<file path="src/csr_pkg.sv">
// package for the charger status readback block: offsets, field layout, states
package csr_pkg;

  // byte offsets in the serial register space
  localparam logic [7:0] OFS_ILIM_LO = 8'h19;
  localparam logic [7:0] OFS_ILIM_HI = 8'h1A;
  localparam logic [7:0] OFS_FLAGS = 8'h1B;

  // target address on the serial link (arbitrary neutral value)
  localparam logic [6:0] DEV_ADDR_DEFAULT = 7'h2B;

  // limit field: width, clamp bounds in 10 mA units, values after reset
  localparam int ILIM_W = 9;
  localparam int ILIM_STEP_MA = 10;
  localparam int ILIM_MIN_MA = 100;
  localparam int ILIM_MAX_MA = 3300;
  localparam logic [8:0] ILIM_MIN_CODE = 9'(ILIM_MIN_MA / ILIM_STEP_MA);
  localparam logic [8:0] ILIM_MAX_CODE = 9'(ILIM_MAX_MA / ILIM_STEP_MA);
  localparam logic [8:0] ILIM_RESET = 9'h000;
  localparam logic [7:0] FLAGS_RESET = 8'h00;

  // condition flag bit positions
  localparam int FLG_CUR_REG = 7;
  localparam int FLG_VOLT_REG = 6;
  localparam int FLG_WDOG = 5;
  localparam int FLG_WEAK = 4;
  localparam int FLG_PGOOD = 3;
  localparam int FLG_IN2 = 2;
  localparam int FLG_IN1 = 1;
  localparam int FLG_BUS = 0;

  // serial link protocol states
  typedef enum logic [3:0] {
    CSR_IDLE = 4'h0,
    CSR_ADDR = 4'h1,
    CSR_ADDR_ACK = 4'h2,
    CSR_PTR = 4'h3,
    CSR_PTR_ACK = 4'h4,
    CSR_WR = 4'h5,
    CSR_WR_ACK = 4'h6,
    CSR_RD = 4'h7,
    CSR_RD_ACK = 4'h8
  } csr_state_e;

  // raw condition inputs from the analog side
  typedef struct packed {
    logic current_regulation;
    logic voltage_regulation;
    logic watchdog_expired;
    logic weak_source;
    logic power_good;
    logic second_input_present;
    logic first_input_present;
    logic bus_power_present;
  } csr_cond_s;

  // complete block state
  typedef struct packed {
    csr_state_e st;
    logic [2:0] bitcnt;
    logic phase;
    logic nack;
    logic [7:0] shreg;
    logic [7:0] ptr;
    logic rw;
    logic sda_oe;
    logic scl_q;
    logic sda_q;
    logic [8:0] ilim;
    logic hi_shadow;
    logic [7:0] flags;
  } csr_state_s;

endpackage : csr_pkg

</file>
<file path="src/csr_readback.sv">
// charger status readback registers behind a serial two-wire target
`timescale 1ns/100ps
`default_nettype none

// Notes on behaviour
// - limit field shows optimizer or pin limit
// - limit field counts 10 mA units
// - limit clamped 100-3300 mA, zero after reset
// - bit 7 high during input current regulation
// - bit 6 high during input voltage regulation
// - bit 5 high when host watchdog expired
// - bit 4 high when weak source found
// - bit 3 high when power is good
// - bit 2 high when second input present
// - bit 1 high when first input present
// - bit 0 high when bus power present
module csr_readback #(
  parameter logic [6:0] DEV_ADDR = csr_pkg::DEV_ADDR_DEFAULT
) (
  input wire logic clk,
  input wire logic rst,
  input wire logic scl_in,
  input wire logic sda_in,
  output logic sda_out,
  output logic sda_oe,
  input wire logic limit_valid,
  input wire logic optimizer_done,
  input wire logic [8:0] optimized_limit_value,
  input wire logic [8:0] limit_setting_pin,
  input wire csr_pkg::csr_cond_s cond,
  output logic [15:0] input_current_limit_readback,
  output logic [7:0] charger_condition_flags
);

  csr_pkg::csr_state_s r_reg;
  csr_pkg::csr_state_s r_next;

  logic scl_rise;
  logic scl_fall;
  logic start_cond;
  logic stop_cond;
  logic [8:0] limit_src;

  // keep a code inside the legal current window
  function automatic logic [8:0] clamp_limit(input logic [8:0] code);
    if (code < csr_pkg::ILIM_MIN_CODE) begin
      clamp_limit = csr_pkg::ILIM_MIN_CODE;
    end else if (code > csr_pkg::ILIM_MAX_CODE) begin
      clamp_limit = csr_pkg::ILIM_MAX_CODE;
    end else begin
      clamp_limit = code;
    end
  endfunction : clamp_limit

  // byte seen by the host at a pointer; high limit byte comes from the shadow
  function automatic logic [7:0] read_byte(input logic [7:0] ptr, input logic [8:0] ilim,
                                           input logic hi, input logic [7:0] flags);
    case (ptr)
      csr_pkg::OFS_ILIM_LO: read_byte = ilim[7:0];
      csr_pkg::OFS_ILIM_HI: read_byte = {7'h00, hi};
      csr_pkg::OFS_FLAGS: read_byte = flags;
      default: read_byte = 8'h00;
    endcase
  endfunction : read_byte

  // line events from the previous sample of both wires
  assign scl_rise = scl_in & ~r_reg.scl_q;
  assign scl_fall = ~scl_in & r_reg.scl_q;
  assign start_cond = r_reg.scl_q & scl_in & r_reg.sda_q & ~sda_in;
  assign stop_cond = r_reg.scl_q & scl_in & ~r_reg.sda_q & sda_in;
  assign limit_src = optimizer_done ? optimized_limit_value : limit_setting_pin;

  // next state: register contents and link protocol
  always_comb begin
    logic [7:0] byte_val;
    byte_val = 8'h00;
    r_next = r_reg;
    r_next.scl_q = scl_in;
    r_next.sda_q = sda_in;

    // limit readback stays zero until a limit is in force
    if (limit_valid) begin
      r_next.ilim = clamp_limit(limit_src);
    end

    // condition flags follow their sources every cycle
    r_next.flags[csr_pkg::FLG_CUR_REG] = cond.current_regulation;
    r_next.flags[csr_pkg::FLG_VOLT_REG] = cond.voltage_regulation;
    r_next.flags[csr_pkg::FLG_WDOG] = cond.watchdog_expired;
    r_next.flags[csr_pkg::FLG_WEAK] = cond.weak_source;
    r_next.flags[csr_pkg::FLG_PGOOD] = cond.power_good;
    r_next.flags[csr_pkg::FLG_IN2] = cond.second_input_present;
    r_next.flags[csr_pkg::FLG_IN1] = cond.first_input_present;
    r_next.flags[csr_pkg::FLG_BUS] = cond.bus_power_present;

    // start and stop override any transfer in progress
    if (start_cond) begin
      r_next.st = csr_pkg::CSR_ADDR;
      r_next.bitcnt = 3'h0;
      r_next.sda_oe = 1'b0;
    end else if (stop_cond) begin
      r_next.st = csr_pkg::CSR_IDLE;
      r_next.sda_oe = 1'b0;
    end else begin
      case (r_reg.st)
        csr_pkg::CSR_IDLE: begin
          r_next.sda_oe = 1'b0;
        end
        // receive address, pointer or write data, msb first
        csr_pkg::CSR_ADDR, csr_pkg::CSR_PTR, csr_pkg::CSR_WR: begin
          if (scl_rise) begin
            r_next.shreg = {r_reg.shreg[6:0], sda_in};
            r_next.bitcnt = r_reg.bitcnt + 3'h1;
            if (r_reg.bitcnt == 3'h7) begin
              r_next.phase = 1'b0;
              case (r_reg.st)
                csr_pkg::CSR_ADDR: begin
                  r_next.rw = sda_in;
                  r_next.st = (r_reg.shreg[6:0] == DEV_ADDR) ? csr_pkg::CSR_ADDR_ACK : csr_pkg::CSR_IDLE;
                end
                csr_pkg::CSR_PTR: begin
                  r_next.ptr = {r_reg.shreg[6:0], sda_in};
                  r_next.st = csr_pkg::CSR_PTR_ACK;
                end
                default: begin
                  r_next.st = csr_pkg::CSR_WR_ACK; // data byte dropped
                end
              endcase
            end
          end
        end
        // acknowledge slot: pull low after the eighth bit, release after the ninth
        csr_pkg::CSR_ADDR_ACK, csr_pkg::CSR_PTR_ACK, csr_pkg::CSR_WR_ACK: begin
          if (scl_fall) begin
            if (!r_reg.phase) begin
              r_next.sda_oe = 1'b1;
              r_next.phase = 1'b1;
            end else begin
              r_next.sda_oe = 1'b0;
              r_next.bitcnt = 3'h0;
              if (r_reg.st == csr_pkg::CSR_WR_ACK) begin
                r_next.ptr = r_reg.ptr + 8'h01;
              end
              if (r_reg.st == csr_pkg::CSR_ADDR_ACK && r_reg.rw) begin
                byte_val = read_byte(r_reg.ptr, r_reg.ilim, r_reg.hi_shadow, r_reg.flags);
                if (r_reg.ptr == csr_pkg::OFS_ILIM_LO) begin
                  r_next.hi_shadow = r_reg.ilim[8];
                end
                r_next.shreg = byte_val;
                r_next.sda_oe = ~byte_val[7];
                r_next.st = csr_pkg::CSR_RD;
              end else if (r_reg.st == csr_pkg::CSR_ADDR_ACK) begin
                r_next.st = csr_pkg::CSR_PTR;
              end else begin
                r_next.st = csr_pkg::CSR_WR;
              end
            end
          end
        end
        // send a byte, changing the line only while the clock is low
        csr_pkg::CSR_RD: begin
          if (scl_fall) begin
            r_next.bitcnt = r_reg.bitcnt + 3'h1;
            if (r_reg.bitcnt == 3'h7) begin
              r_next.sda_oe = 1'b0;
              r_next.st = csr_pkg::CSR_RD_ACK;
              r_next.ptr = r_reg.ptr + 8'h01;
              r_next.nack = 1'b1;
            end else begin
              r_next.shreg = {r_reg.shreg[6:0], 1'b0};
              r_next.sda_oe = ~r_reg.shreg[6];
            end
          end
        end
        // host acknowledge: continue with next byte or end the read
        csr_pkg::CSR_RD_ACK: begin
          if (scl_rise) begin
            r_next.nack = sda_in;
          end else if (scl_fall) begin
            r_next.bitcnt = 3'h0;
            if (r_reg.nack) begin
              r_next.st = csr_pkg::CSR_IDLE;
            end else begin
              byte_val = read_byte(r_reg.ptr, r_reg.ilim, r_reg.hi_shadow, r_reg.flags);
              if (r_reg.ptr == csr_pkg::OFS_ILIM_LO) begin
                r_next.hi_shadow = r_reg.ilim[8];
              end
              r_next.shreg = byte_val;
              r_next.sda_oe = ~byte_val[7];
              r_next.st = csr_pkg::CSR_RD;
            end
          end
        end
        default: begin
          r_next.st = csr_pkg::CSR_IDLE;
          r_next.sda_oe = 1'b0;
        end
      endcase
    end
  end

  // state register; reset clears all fields except nack, scl_q and sda_q, which load one
  always_ff @(posedge clk or posedge rst) begin
    if (rst) begin
      // link idle with both wires seen high, so no false start after reset
      r_reg <= '{st: csr_pkg::CSR_IDLE,
                 bitcnt: 3'h0,
                 phase: 1'b0,
                 nack: 1'b1,
                 shreg: 8'h00,
                 ptr: 8'h00,
                 rw: 1'b0,
                 sda_oe: 1'b0,
                 scl_q: 1'b1,
                 sda_q: 1'b1,
                 ilim: csr_pkg::ILIM_RESET,
                 hi_shadow: 1'b0,
                 flags: csr_pkg::FLAGS_RESET};
    end else begin
      r_reg <= r_next;
    end
  end

  // open-drain data line and register images
  assign sda_out = 1'b0;
  assign sda_oe = r_reg.sda_oe;
  assign input_current_limit_readback = {7'h00, r_reg.ilim};
  assign charger_condition_flags = r_reg.flags;

endmodule : csr_readback

`default_nettype wire

</file>
<file path="config.mk">
export PLATFORM = sky130hd
export DESIGN_NAME = csr_readback
export DESIGN_NICKNAME = d
export VERILOG_FILES = /design/src/csr_pkg.sv /design/src/csr_readback.sv
export SDC_FILE = /design/constraint.sdc
export NUM_CORES = 1
export LEC_CHECK = 0
export ABC_CLOCK_PERIOD_IN_PS = 1850
export BUFFER_PORTS_ARGS = -buffer_cell sky130_fd_sc_hd__buf_2
export CELL_PAD_IN_SITES_DETAIL_PLACEMENT = 1
export CELL_PAD_IN_SITES_GLOBAL_PLACEMENT = 1
export CORE_MARGIN = 2
export CORE_UTILIZATION = 39
export DETAILED_ROUTE_END_ITERATION = 12
export PLACE_DENSITY = 0.88
export SETUP_SLACK_MARGIN = 0.3
export SYNTH_ARGS = -nofsm -noshare
export SYNTH_HDL_FRONTEND = slang
export SYNTH_SLANG_ARGS = --single-unit
</file>
<file path="constraint.sdc">
create_clock -name clk -period 1.85 [get_ports clk]
set_input_delay 0.0925 -clock clk [delete_from_list [all_inputs] [get_ports clk]]
set_output_delay 0.0925 -clock clk [all_outputs]
set_load 0.05 [all_outputs]
</file>
==> results_dict.tcl <==
set metrics [dict create \
    hold_path.class "input port to flip-flop" \
    dp_hpwl_mm 7.98 \
    cp-end-kind "flip-flop" \
    hold_viol 0 \
    max-vdd-ir-drop_v 0.000650 \
    netlist_top_cells_area "dfrtp_1 34%, buf_4 6.4%, mux2_4 3.3%, nand2_1 2.9%, a21oi_1 2.8%" \
    grt.total_usage_pct 30.9 \
    cts.sinks 46 \
    cts_root_buf "clkbuf_8" \
    synth-edff-count 0 \
    drtIter0Drc 323 \
    clk_path_buf_depth 2 \
    fin_crit_ps 2120 \
    pre_cts_ws_ps -175 \
    finalMaxSlewViolations 0 \
    grt.overflow.total 0 \
    yosys_warnings 0 \
    critPathKind "flip-flop to flip-flop" \
    place_area_sq_mm 0.00377 \
    numPortBuffers 49 \
    yosys_most_used_dff "dfrtp_1" \
    whs_ps 111 \
    instances_no_fill 545 \
    yosysUniqueCellTypes 74 \
    yosys.area.top_type "dfrtp_1" \
    die_x_um 94.3 \
    reg2reg_to "r_reg[36]$_DFFE_PP0P_" \
    clkTransAtPathRegs_ps 90 \
    dieArea_sq_mm 0.00890 \
    ios 58 \
    power.density_mw_per_mm2 675 \
    grt_max_degree 21 \
    hold_depth 2 \
    synthAdderAreaFrac_pct 2.32 \
    rr_worst_depth 7 \
    max_stage_delay_ps 420 \
    routabilityCongestion 0.958 \
    worstPathCellList "ha_4 > ha_4 > nand4b_1 > o21ai_2 > a221o_1 > and4_4 > mux2_4" \
    dieHeight_um 94.3 \
    nets 479 \
    skew_ps 8.04 \
    synth-seq-cells 46 \
    post_drt_wl_per_cell_um 25.9 \
    synth.avg_cell_area_sq_um 9.45 \
    crit_fanout 7 \
    maxCapViolCount 0 \
    synth_most_common_cell "dfrtp_1" \
    place_inst 507 \
    fmax_mhz 471 \
    via_count 3438 \
    tightest_slew_ps 496 \
    r2r_start "r_reg[41]$_DFFE_PP0P_" \
    slowest_stage "dfrtp_1" \
    largest_reg_flops 28 \
    setup_ws_ps -272 \
    synth-compound-area-share_pct 22.5 \
    antenna_found_initial 0 \
    finalSetupViolCount 23 \
    htreeDepth 2 \
    synth_top_family_by_area "compound AO/OA/AOI/OAI gates" \
    violations "setup timing" \
    grt_pass1_vias 3578 \
    startpoint_type "flip-flop" \
    p_leak_nw 1.96 \
    utilization_pct 56.8 \
    cts-buffers-inserted 5 \
    antennaDiodeCount 0 \
    avgViaCountPerCell 6.31 \
    synth-simple-area-share_pct 18.5 \
    ys_async_sr_fraction_pct 100 \
    post-route-cell-area_sq_mm 0.00444 \
    coreArea_sq_mm 0.00781 \
    hold_start "sda_in" \
    synth_common_cells "43 x dfrtp_1, 27 x buf_4, 25 x nand2_1" \
    synthCells 337 \
    crit_top_cell "ha_4" \
    synth_top_cell_area_share_pct 33.8 \
    holdPathEnd "r_reg[18]$_DFF_PP1_" \
    rsz0062_at_grt "true" \
    seq_area_frac_synth_pct 36.3 \
    dr.pass1.iters 5 \
    syn_to_final_growth_pct 39.4 \
    initial_core_util_pct 40.8 \
    antenna_left 0 \
    netlist_area_sq_mm 0.00318 \
    r2r_slack_ps -270 \
    clk_latency_ps 320 \
    status "finished with violations" \
    final_layout_size_suffix_gt1_share_pct 48.3 \
    final.period_utilization_pct 115 \
    grt_pass1_wl_mm 20.7 \
    drt_wl_total_mm 14.1 \
    cts_tree "done" \
    setup-tns-final_ps -3730 \
    drc_errors 0 \
    synthMuxAreaShare_pct 8.41 \
    rows 32 \
    total_power_mw 3.00 \
    critPathArrivalTime_ps 2320 \
    slew_headroom_pct 66.6 \
    crit_required_ps 2050 \
    post_synth_xor_area_fraction_pct 0.275 \
]
area by class of cell:
type	instances	area [sq um]
sequential	46	1160
multi-input combinational	238	2020
fill	859	3370
clock inverter	2	13.8
inverter	16	63.8
clock buffer	6	72.6
tap	102	128
timing repair buffer	135	986
cells by family (layout without fill, tap and decap cells):
kind of cell / after synthesis / count (layout)
AO/OA/AOI/OAI: 98 / 98
flip-flops: 46 / 46
multiplexers: 22 / 22
AND/OR/NAND/NOR: 103 / 103
buffers and inverters: 60 / 159
other: 1 / 8
adder cells (fa/ha/maj): 6 / 6
XOR/XNOR: 1 / 1
critical path: cells and delay by family, from the launching register on:
kind            cells  cell delay (ps)
mux                 1              330
fa+ha+maj           2              350
simple gates        2              580
flops               1              420
compound gates      2              330
what timing repair did:
action	CTS	global route
buffers inserted	13	7
hold buffers	10	0
setup endpoints to repair	27	32
gates resized for setup	50	23
hold endpoints to repair	27	0
pin swaps	20	10
worst max-delay path by stage:
| stage | from | end | slack, ps | cells past startpoint |
|---|---|---|---|---|
| 2_1_floorplan | r_reg[41]$_DFFE_PP0P_ | r_reg[30]$_DFFE_PP0P_ | 30 | 8 |
| 3_3_place_gp | r_reg[45]$_DFFE_PP0P_ | r_reg[33]$_DFFE_PP0P_ | -70 | 5 |
| 3_5_place_dp | r_reg[45]$_DFFE_PP0P_ | r_reg[44]$_DFFE_PP0P_ | -170 | 6 |
| 4_1_cts | r_reg[41]$_DFFE_PP0P_ | r_reg[36]$_DFFE_PP0P_ | -180 | 7 |
| 5_1_grt | r_reg[41]$_DFFE_PP0P_ | r_reg[36]$_DFFE_PP0P_ | -260 | 7 |
| 6_report | r_reg[41]$_DFFE_PP0P_ | r_reg[36]$_DFFE_PP0P_ | -270 | 7 |
routing by layer:
layer,wire [um],vias up,part of all wire [%],GRT usage (%)
li1,-,1432,-,-
met1,5320,1717,38,36.2
met2,7250,222,51,57.2
met3,846,67,6.0,3.43
met4,677,0,4.8,12.8
met5,0,-,0,0
placed cells by master, fill, tap and decap left out, types with 6 or more instances in the layout:
master / n
buf_4: 62
nor3_1: 8
dfrtp_1: 40
buf_2: 49
inv_1: 13
o22ai_1: 7
mux2_2: 6
o2bb2ai_1: 6
conb_1: 8
a22oi_1: 8
buf_6: 12
nor2_1: 10
o21ai_0: 9
a21oi_1: 13
dlygate4sd3_1: 10
mux2_4: 11
nand3_1: 7
nand2_1: 18
and3_1: 6
power by group:
group | switching, mW | leakage [nW] | internal (mW) | total [mW]
Sequential | 0.155 | 0.569 | 1.13 | 1.29
Clock | 0.391 | 0.0452 | 0.268 | 0.659
Combinational | 0.605 | 1.35 | 0.446 | 1.05
Total | 1.15 | 1.96 | 1.85 | 3.00
Power figures use the tool's default switching activity.
